<file path="config.mk">
export PLATFORM = sky130hd
export DESIGN_NAME = svt_regs
export DESIGN_NICKNAME = d
export VERILOG_FILES = /design/src/hdl/svt_pkg.sv /design/src/hdl/svt_conv_clk_div.sv /design/src/hdl/svt_test_decode.sv /design/src/hdl/svt_regs.sv
export SDC_FILE = /design/constraint.sdc
export NUM_CORES = 1
export LEC_CHECK = 0
export BUFFER_PORTS_ARGS = -buffer_cell sky130_fd_sc_hd__clkbuf_2
export CAP_MARGIN = 20
export CORE_MARGIN = 1.5
export CORE_UTILIZATION = 55
export DETAILED_ROUTE_END_ITERATION = 16
export GPL_ROUTABILITY_DRIVEN = 0
export GPL_TIMING_DRIVEN = 0
export PLACE_DENSITY = 0.86
export SETUP_SLACK_MARGIN = 0.1
export SYNTH_ARGS = -nofsm -noshare
export SYNTH_HDL_FRONTEND = slang
export SYNTH_SLANG_ARGS = --single-unit
</file>
<file path="constraint.sdc">
create_clock -name CLK_I -period 8.9 [get_ports CLK_I]
set_input_delay 0.89 -clock CLK_I [delete_from_list [all_inputs] [get_ports CLK_I]]
set_output_delay 0.89 -clock CLK_I [all_outputs]
set_load 0.03 [all_outputs]
</file>
<file path="src/hdl/svt_pkg.sv">
// Shared constants and carrier types for the calibration and test register bank.
package svt_pkg;

  localparam int NREG = 15;
  localparam logic [7:0] ADDR_START = 8'h00;

  // Register offsets.
  localparam logic [7:0] A_CONV_CTRL  = 8'h32;
  localparam logic [7:0] A_CLK_DIV    = 8'h35;
  localparam logic [7:0] A_PUMP_OFS   = 8'h36;
  localparam logic [7:0] A_BAND       = 8'h37;
  localparam logic [7:0] A_CORE_BIAS  = 8'h38;
  localparam logic [7:0] A_MUX_TUNE   = 8'h39;
  localparam logic [7:0] A_CAL_OFS    = 8'h3A;
  localparam logic [7:0] A_MOD_RST    = 8'h3D;
  localparam logic [7:0] A_PUMP_TEST  = 8'h3E;
  localparam logic [7:0] A_DIV1_LO    = 8'h3F;
  localparam logic [7:0] A_BUF_DIV1HI = 8'h40;
  localparam logic [7:0] A_DIV2_LO    = 8'h41;
  localparam logic [7:0] A_DIV2_HI    = 8'h42;
  localparam logic [7:0] A_OSC_MUX    = 8'h47;
  localparam logic [7:0] A_CLK_CTRL   = 8'h73;

  // Table of offsets, reset values and writable bits, one entry per register.
  localparam logic [7:0] REG_ADDR [NREG] = '{
    A_CONV_CTRL, A_CLK_DIV, A_PUMP_OFS, A_BAND, A_CORE_BIAS, A_MUX_TUNE, A_CAL_OFS,
    A_MOD_RST, A_PUMP_TEST, A_DIV1_LO, A_BUF_DIV1HI, A_DIV2_LO, A_DIV2_HI,
    A_OSC_MUX, A_CLK_CTRL};
  localparam logic [7:0] REG_RST [NREG] = '{
    8'h04, 8'h4C, 8'h30, 8'h00, 8'h00, 8'h07, 8'h55,
    8'h00, 8'h0C, 8'h80, 8'h50, 8'h28, 8'h00, 8'hC0, 8'h00};
  localparam logic [7:0] REG_WMASK [NREG] = '{
    8'h0C, 8'hFF, 8'hFF, 8'hFF, 8'hFF, 8'h7F, 8'hFF,
    8'h40, 8'h0C, 8'hFF, 8'h7F, 8'hFF, 8'hFF, 8'hE0, 8'h04};

  // Table indices of the registers that steer logic.
  localparam int I_CONV_CTRL = 0;
  localparam int I_CLK_DIV   = 1;
  localparam int I_BAND      = 3;
  localparam int I_CORE_BIAS = 4;
  localparam int I_MUX_TUNE  = 5;
  localparam int I_CAL_OFS   = 6;
  localparam int I_PUMP_TEST = 8;
  localparam int I_CLK_CTRL  = 14;

  // Field positions.
  localparam int B_CONV_EN   = 3;
  localparam int B_ADC_EN    = 2;
  localparam int B_CLK_DIS   = 2;
  localparam int P_CORE_LSB  = 4;
  localparam int P_PROBE_LSB = 4;
  localparam int P_PUMP_LSB  = 2;

  // Tuning target code limits.
  localparam logic [3:0] TUNE_LOW_TOP = 4'h3;
  localparam logic [3:0] TUNE_HI_BOT  = 4'hC;

  // Pump test codes.
  localparam logic [1:0] PUMP_TRI  = 2'h0;
  localparam logic [1:0] PUMP_NORM = 2'h3;

  typedef enum logic [2:0] {
    PR_BUSY, PR_NBAND, PR_RBAND, PR_RSVD, PR_TMO_CLK, PR_BIAS_MIN, PR_CONV_BUSY, PR_LOW
  } svt_probe_t;

  // Calibration machine status signals seen by the probe multiplexer.
  typedef struct packed {
    logic busy;
    logic n_band;
    logic r_band;
    logic timeout_clk;
    logic bias_min;
    logic conv_busy;
  } svt_status_t;

  // Test override bundle handed to the oscillator.
  typedef struct packed {
    logic       en;
    logic [7:0] band;
    logic [3:0] core;
    logic [3:0] bias;
    logic [3:0] tune_step;
  } svt_override_t;

endpackage

</file>
<file path="src/hdl/svt_conv_clk_div.sv">
// Converter clock divider counting phase-detector ticks.
`timescale 1ns/1ns
module svt_conv_clk_div
  import svt_pkg::*;
#(
  parameter int DW = 8
) (
  input  wire logic          clk_i,
  input  wire logic          rst_n_i,
  input  wire logic          run_i,
  input  wire logic          tick_i,
  input  wire logic [DW-1:0] div_i,
  output logic               conv_clk_o
);

  logic [DW:0] cnt;
  logic [DW:0] half_m1;

  // Each half period is 2*div+1 ticks, so a full period is 4*div+2.
  assign half_m1 = {div_i, 1'b0};

  // The compare is >= so that a smaller divider never strands the count.
  always_ff @(posedge clk_i or negedge rst_n_i) begin
    if (!rst_n_i) begin
      cnt        <= '0;
      conv_clk_o <= 1'b0;
    end else if (!run_i) begin
      cnt        <= '0;
      conv_clk_o <= 1'b0;
    end else if (tick_i) begin
      if (cnt >= half_m1) begin
        cnt        <= '0;
        conv_clk_o <= ~conv_clk_o;
      end else begin
        cnt <= cnt + 1'b1;
      end
    end
  end

endmodule

</file>
<file path="src/hdl/svt_test_decode.sv">
// Test override decode and calibration probe multiplexer.
`timescale 1ns/1ns
module svt_test_decode
  import svt_pkg::*;
(
  input  wire logic          test_mode_i,
  input  wire logic [7:0]    band_i,
  input  wire logic [3:0]    core_i,
  input  wire logic [3:0]    bias_i,
  input  wire logic [3:0]    tune_i,
  input  wire logic [2:0]    probe_sel_i,
  input  wire svt_status_t   status_i,
  output svt_override_t      ovr_o,
  output logic               probe_o
);

  logic [3:0] core_onehot;
  logic [3:0] step;

  // Only single-hot patterns enable a core; anything else keeps all cores off.
  always_comb begin
    case (core_i)
      4'h1, 4'h2, 4'h4, 4'h8: core_onehot = core_i;
      default:                core_onehot = 4'h0;
    endcase
  end

  // Low codes clamp to the floor, high codes to the ceiling, step 0 is 1.18 V.
  always_comb begin
    if (tune_i <= TUNE_LOW_TOP) begin
      step = 4'h0;
    end else if (tune_i >= TUNE_HI_BOT) begin
      step = TUNE_HI_BOT - TUNE_LOW_TOP;
    end else begin
      step = tune_i - TUNE_LOW_TOP;
    end
  end

  // Overrides are zero outside test mode.
  always_comb begin
    ovr_o = '0;
    if (test_mode_i) begin
      ovr_o.en        = 1'b1;
      ovr_o.band      = band_i;
      ovr_o.core      = core_onehot;
      ovr_o.bias      = bias_i;
      ovr_o.tune_step = step;
    end
  end

  // Probe selection.
  always_comb begin
    case (svt_probe_t'(probe_sel_i))
      PR_BUSY:      probe_o = status_i.busy;
      PR_NBAND:     probe_o = status_i.n_band;
      PR_RBAND:     probe_o = status_i.r_band;
      PR_TMO_CLK:   probe_o = status_i.timeout_clk;
      PR_BIAS_MIN:  probe_o = status_i.bias_min;
      PR_CONV_BUSY: probe_o = status_i.conv_busy;
      default:      probe_o = 1'b0;
    endcase
  end

endmodule

</file>
<file path="src/hdl/svt_regs.sv">
// Calibration and test register bank for the synthesizer oscillator.
//
// Summary of operation
// - Converter clock is PFD over (4*div+2).
// - Test mode applies forced band select.
// - One-hot forced core field picks core.
// - Forced bias field, zero is maximum bias.
// - Three-bit selector drives calibration probe output.
// - Forced tune target clamps low and high.
// - Offset trim corrects converter results.
// - Pump test field: zero tristate, three normal.
// - Write to address zero starts conversion.
// - Converter enable overrides clock disable bit.
//
// The block has no knowledge of the phase-detector rate; it only
// counts the ticks it is given, so the 100 kHz target is the
// programmer's business.
//
// Design decision made here: the address-and-strobe port.
`timescale 1ns/1ns
module svt_regs
  import svt_pkg::*;
#(
  parameter int DW = 8
) (
  input  wire logic          CLK_I,
  input  wire logic          NRST_I,
  input  wire logic [7:0]    ADDR_I,
  input  wire logic [7:0]    WDATA_I,
  input  wire logic          WR_I,
  input  wire logic          RD_I,
  output logic [7:0]         RDATA_O,
  input  wire logic          PFD_TICK_I,
  input  wire logic          TEST_MODE_I,
  input  wire svt_status_t   STATUS_I,
  input  wire logic [7:0]    CONV_RESULT_I,
  input  wire logic          CONV_VALID_I,
  output logic               CONV_CLK_O,
  output logic               CONV_START_O,
  output logic [7:0]         CAL_RESULT_O,
  output logic               CAL_VALID_O,
  output svt_override_t      OVERRIDE_O,
  output logic               PROBE_O,
  output logic               PUMP_TRISTATE_O,
  output logic               PUMP_NORMAL_O
);

  // Reset synchroniser.
  logic rst_meta;
  logic rst_n;

  // Register storage.
  logic [7:0] regs [NREG];

  // Decoded fields.
  logic       conv_en;
  logic       adc_en;
  logic       clk_dis;
  logic       clk_run;
  logic [1:0] pump_code;
  logic [2:0] probe_sel;

  // Read path.
  logic [7:0] next_rdata;

  // Converter result path.
  logic [8:0] diff;
  logic [7:0] next_cal;

  // Registered decode outputs.
  svt_override_t ovr_c;
  logic          probe_c;

  // Release of the asynchronous reset passes two flops so that
  // every register leaves reset on the same edge.
  always_ff @(posedge CLK_I or negedge NRST_I) begin
    if (!NRST_I) begin
      rst_meta <= 1'b0;
      rst_n    <= 1'b0;
    end else begin
      rst_meta <= 1'b1;
      rst_n    <= rst_meta;
    end
  end

  // One storage loop for every register of the table.
  // Bits outside the write mask hold their reset value, which is
  // zero for every read-only reserved bit, so they read as zero.
  for (genvar gi = 0; gi < NREG; gi++) begin : g_reg
    always_ff @(posedge CLK_I or negedge rst_n) begin
      if (!rst_n) begin
        regs[gi] <= REG_RST[gi];
      end else if (WR_I && (ADDR_I == REG_ADDR[gi])) begin
        regs[gi] <= (WDATA_I & REG_WMASK[gi]) | (regs[gi] & ~REG_WMASK[gi]);
      end
    end
  end

  // Address decode for reads.
  // An unmapped address, and the start address, read as zero.
  always_comb begin
    next_rdata = 8'h00;
    for (int i = 0; i < NREG; i++) begin
      if (ADDR_I == REG_ADDR[i]) begin
        next_rdata = regs[i];
      end
    end
  end

  // Read data stand only in the cycle after the read strobe.
  // Holding them longer would hide a missed strobe from the master.
  always_ff @(posedge CLK_I or negedge rst_n) begin
    if (!rst_n) begin
      RDATA_O <= 8'h00;
    end else if (RD_I) begin
      RDATA_O <= next_rdata;
    end else begin
      RDATA_O <= 8'h00;
    end
  end

  // Converter control fields.
  assign conv_en = regs[I_CONV_CTRL][B_CONV_EN];
  assign adc_en  = regs[I_CONV_CTRL][B_ADC_EN];
  assign clk_dis = regs[I_CLK_CTRL][B_CLK_DIS];

  // An enabled converter always gets its clock, whatever the
  // disable bit says.
  assign clk_run = adc_en | ~clk_dis;

  // Converter clock from the phase-detector tick.
  svt_conv_clk_div #(
    .DW (DW)
  ) u_div (
    .clk_i      (CLK_I),
    .rst_n_i    (rst_n),
    .run_i      (clk_run),
    .tick_i     (PFD_TICK_I),
    .div_i      (regs[I_CLK_DIV]),
    .conv_clk_o (CONV_CLK_O)
  );

  // A write to address zero starts one conversion when both the
  // conversion and the converter are enabled; the pulse lasts one cycle.
  always_ff @(posedge CLK_I or negedge rst_n) begin
    if (!rst_n) begin
      CONV_START_O <= 1'b0;
    end else begin
      CONV_START_O <= WR_I && (ADDR_I == ADDR_START) && conv_en && adc_en;
    end
  end

  // Offset correction: the trim is subtracted from each raw result.
  // The difference saturates at zero rather than wrapping, so a trim
  // larger than the reading gives the floor and not a huge value.
  assign diff = {1'b0, CONV_RESULT_I} - {1'b0, regs[I_CAL_OFS]};

  always_comb begin
    if (diff[8]) begin
      next_cal = 8'h00;
    end else begin
      next_cal = diff[7:0];
    end
  end

  // Corrected results leave one cycle after their valid.
  always_ff @(posedge CLK_I or negedge rst_n) begin
    if (!rst_n) begin
      CAL_RESULT_O <= 8'h00;
      CAL_VALID_O  <= 1'b0;
    end else begin
      CAL_VALID_O <= CONV_VALID_I;
      if (CONV_VALID_I) begin
        CAL_RESULT_O <= next_cal;
      end
    end
  end

  // Test override and probe decode.
  assign probe_sel = regs[I_MUX_TUNE][P_PROBE_LSB +: 3];

  svt_test_decode u_dec (
    .test_mode_i (TEST_MODE_I),
    .band_i      (regs[I_BAND]),
    .core_i      (regs[I_CORE_BIAS][P_CORE_LSB +: 4]),
    .bias_i      (regs[I_CORE_BIAS][3:0]),
    .tune_i      (regs[I_MUX_TUNE][3:0]),
    .probe_sel_i (probe_sel),
    .status_i    (STATUS_I),
    .ovr_o       (ovr_c),
    .probe_o     (probe_c)
  );

  // Overrides are registered so the analog side sees no decode glitch.
  // Band, core, bias and tune follow the test mode with one cycle lag.
  always_ff @(posedge CLK_I or negedge rst_n) begin
    if (!rst_n) begin
      OVERRIDE_O <= '0;
    end else begin
      OVERRIDE_O <= ovr_c;
    end
  end

  // The probe is registered as a data output; it lags its source by one cycle.
  always_ff @(posedge CLK_I or negedge rst_n) begin
    if (!rst_n) begin
      PROBE_O <= 1'b0;
    end else begin
      PROBE_O <= probe_c;
    end
  end

  // Pump test decode; codes one and two assert neither output.
  assign pump_code = regs[I_PUMP_TEST][P_PUMP_LSB +: 2];

  always_ff @(posedge CLK_I or negedge rst_n) begin
    if (!rst_n) begin
      PUMP_TRISTATE_O <= 1'b0;
      PUMP_NORMAL_O   <= 1'b0;
    end else begin
      PUMP_TRISTATE_O <= (pump_code == PUMP_TRI);
      PUMP_NORMAL_O   <= (pump_code == PUMP_NORM);
    end
  end

endmodule

</file>
==> impl_results.md <==
* Initial DRC Count at 557
* # port buffers at between 70 and 80
* Worst Tran Pin Value at 0.943 ns
* EDFF count, synth at 0
* Vias in the first global route at 5499
* Pre-antenna DRT Iters at 6
* Num CTS Buffers at 17
* Setup_tns at 0 ns
* Root Driver: clkbuf_16
* R2R cell count at 8
* Cell Pwr Density at between 200 and 250 mW/mm^2
* Gr ovfl total at 0
* Int Power at ~0.0013 W
* Wire length per cell at just under 20 um
* Remaining antenna violation count at 0
* RSZ-0062 raised after global routing: no
* HP Class: in2async
* Clock skew at about 0.0069 ns
* DR vias/cell at roughly 6.1
* Nets@finish at ~770
* Post-synth net total at just under 700
* Synth Flop Type: dfrtp_1
* Total track usage at between 20 and 30%
* Sequential element share of the synthesized area at approximately half
* Flop-to-flop setup slack at roughly 6.2 ns
* Worst reg2reg path endpoint: CAL_RESULT_O[6]$_DFFE_PN0P_
* Switching Power at ~0.00044 W
* DRC Markers at 0
* Finish-stage setup viols at 0
* Clock Latency Late Sink at between 0.4 and 0.5 ns
* CTS Sinks at 141
* Clk pwr share at between 40% and 50%
* Hold Vio Cnt, Final at 0
* Vias at between 5000 and 6000
* Core Region at 0.0126 sq mm
* Detailed Route WL at approximately 18 mm
* Initial antenna violation count at 0
* Cell count after synthesis at slightly above 600
* Pre-CTS WS at around 5.8 ns
* Post-synth top area cell: dfrtp_1
* Post-CTS Hold Fix Bufs at 0
* Clock buffer depth at 2
* Sw frac at 25.9%
* Period utilization at a little under a third
* CP required at between 9 and 10 ns
* Leak at 3.98 nW
* Peak VDD IR at around 0.13 mV
* Die area at roughly 0.014 sq mm
* Mapped Avg Cell Area at between 10 and 15 sq um
* Critical path arrival at approximately 3 ns
* Final Max Slew Viols at 0
* Worst Setup End Kind: flip-flop
* CP Launch Type: input port
* Flop and latch count out of synthesis at about 140
* Reg clk slew, reported paths at 0.06 ns
* Share of layout cells above drive strength 1 at about a third
* Critical Path End: CAL_RESULT_O[6]$_DFFE_PN0P_
* Worst Setup SP: CONV_RESULT_I[0]
* Die Wd at 116 um
* Worst slew margin at 36.6%
* Commonest non-fill, non-tap cells in the layout: 118 x dfrtp_1, 77 x mux2_2, 73 x clkbuf_2
* Max Cap Viol at 0
* Most common library cell in the layout ignoring fill and taps: dfrtp_1
* First-pass GRT wire length at ~29 mm
* Largest net degree at the start of global routing at 61
* Flop pwr share at a little over two fifths
* Die H at between 100 and 150 um
* Top cells by area, synth: dfrtp_1 42%, mux2_2 12%, dfstp_2 8.2%
* Setup Crit Path Kind: in2reg
* CP Max Fanout at 7
* Layout overhead on the synthesized area at 18.0%
* Starting density of the core at 56.2%
* Cell Rows at just over 40
* Yosys warning total at 0
* Post-CTS Setup Inserts at 0
* Post_cts resized at 0
* CTS tree: yes
* H-Tree Depth at 4
* Synth top area share at between 40% and 50%
* Comb power frac at about an eighth
* Minimum clock period at roughly 2.7 ns
* R2R Path Start: regs[64]$_DFFE_PN1P_
* N_diodes at 0
* Share of flip-flops with an asynchronous set or reset at 100%
* Status: completed
* Setup WS post-layout at between 6 and 7 ns
* Fmax at 0.366 GHz
* Top Ports at 80
* Yosys cell types at 75
* Synthesized area at between 0.007 and 0.008 sq mm
* Detailed Place HPWL at ~13 mm
## area by class of cell
cell class / instances / area (sq um)
buffer: 33 / 175
clock buffer: 20 / 437
clock inverter: 12 / 194
fill: 934 / 4240
inverter: 30 / 113
multi-input combinational: 419 / 3220
sequential: 141 / 3560
tap: 172 / 215
timing repair buffer: 75 / 420
## cells in the mapped netlist (7+ instances only)
master	instances
o211ai_1	9
a21oi_1	12
o22ai_1	15
and3_1	9
nand2b_1	8
xor2_1	7
mux2i_1	11
buf_2	11
clkbuf_1	12
o21ai_0	31
dfrtp_1	119
nor3_1	7
and2_1	15
inv_1	30
nand2_1	46
mux2_2	77
ha_1	18
nor2_1	35
dfstp_2	22
nand3_1	8
## how the worst min path moves through the flow
stage,startpoint,end,depth (start not counted)
3_3_place_gp,rst_meta$_DFF_PN0_,rst_n$_DFF_PN0_,0
5_1_grt,NRST_I,rst_n$_DFF_PN0_,1
4_1_cts,NRST_I,rst_n$_DFF_PN0_,1
2_1_floorplan,rst_meta$_DFF_PN0_,rst_n$_DFF_PN0_,0
6_report,NRST_I,rst_n$_DFF_PN0_,1
3_5_place_dp,rst_n$_DFF_PN0_,regs[44]$_DFFE_PN0P_,0
## critical path: stages
cell,delay [ns]
clkbuf_2,0.08
inv_1,0.05
ha_1,0.18
inv_1,0.06
fa_1,0.44
a211oi_1,0.31
o21ai_0,0.14
o211a_1,0.18
o31ai_2,0.47
o32ai_1,0.20
## layer usage
metal,vias to the layer above,wire length [um],global-route usage [%]
met3,51,1500,8.25
met1,2685,7540,36.3
met5,-,0,0
met4,0,532,11.4
li1,2448,-,-
met2,299,8250,45.0
## sequential cells by signal, indices dropped and copies added (netlist names), 2 cells and up
register	count
CAL_RESULT_O	8
u_div.cnt	9
pump_code	2
regs	79
OVERRIDE_O	21
RDATA_O	8
probe_sel	3
## power by group through the flow
stage | clock, W | sequential (W) | combinational (W)
2_1_floorplan | 0 | 0.000751 | 0.000134
3_3_place_gp | 0 | 0.000746 | 0.000194
3_5_place_dp | 0 | 0.000742 | 0.000220
4_1_cts | 0.000768 | 0.000731 | 0.000222
5_1_grt | 0.000800 | 0.000738 | 0.000248
6_report | 0.000760 | 0.000733 | 0.000224
## metrics by stage
stage | util (%) | power (W) | hold slack, ns | area, sq um | cells
finish | 66.3 | 0.00172 | 0.241 | 8330 | 902
global route | 66.3 | 0.00179 | 0.225 | 8330 | 902
CTS | 66.3 | 0.00172 | 0.231 | 8330 | 902
detailed placement | 61.3 | 0.000962 | 0.302 | 7700 | 870
global placement | 60.8 | 0.000940 | 0.336 | 7640 | 868
floorplan | - | 0.000885 | 0.331 | 7060 | 623
## kinds of logic after synthesis
| family | count (synthesis) | synth area share [%] |
|---|---|---|
| AOI/OAI and AO/OA | 125 | 12.6 |
| xor gates and xnor gates | 10 | 1.24 |
| muxes | 89 | 14.2 |
| buffers and inverters | 63 | 4.08 |
| and+or+nand+nor | 175 | 14.0 |
| DFF | 141 | 50.4 |
| other | 1 | 0.0531 |
| adders and majority gates | 19 | 3.47 |
(Power assumes the default switching activity.)
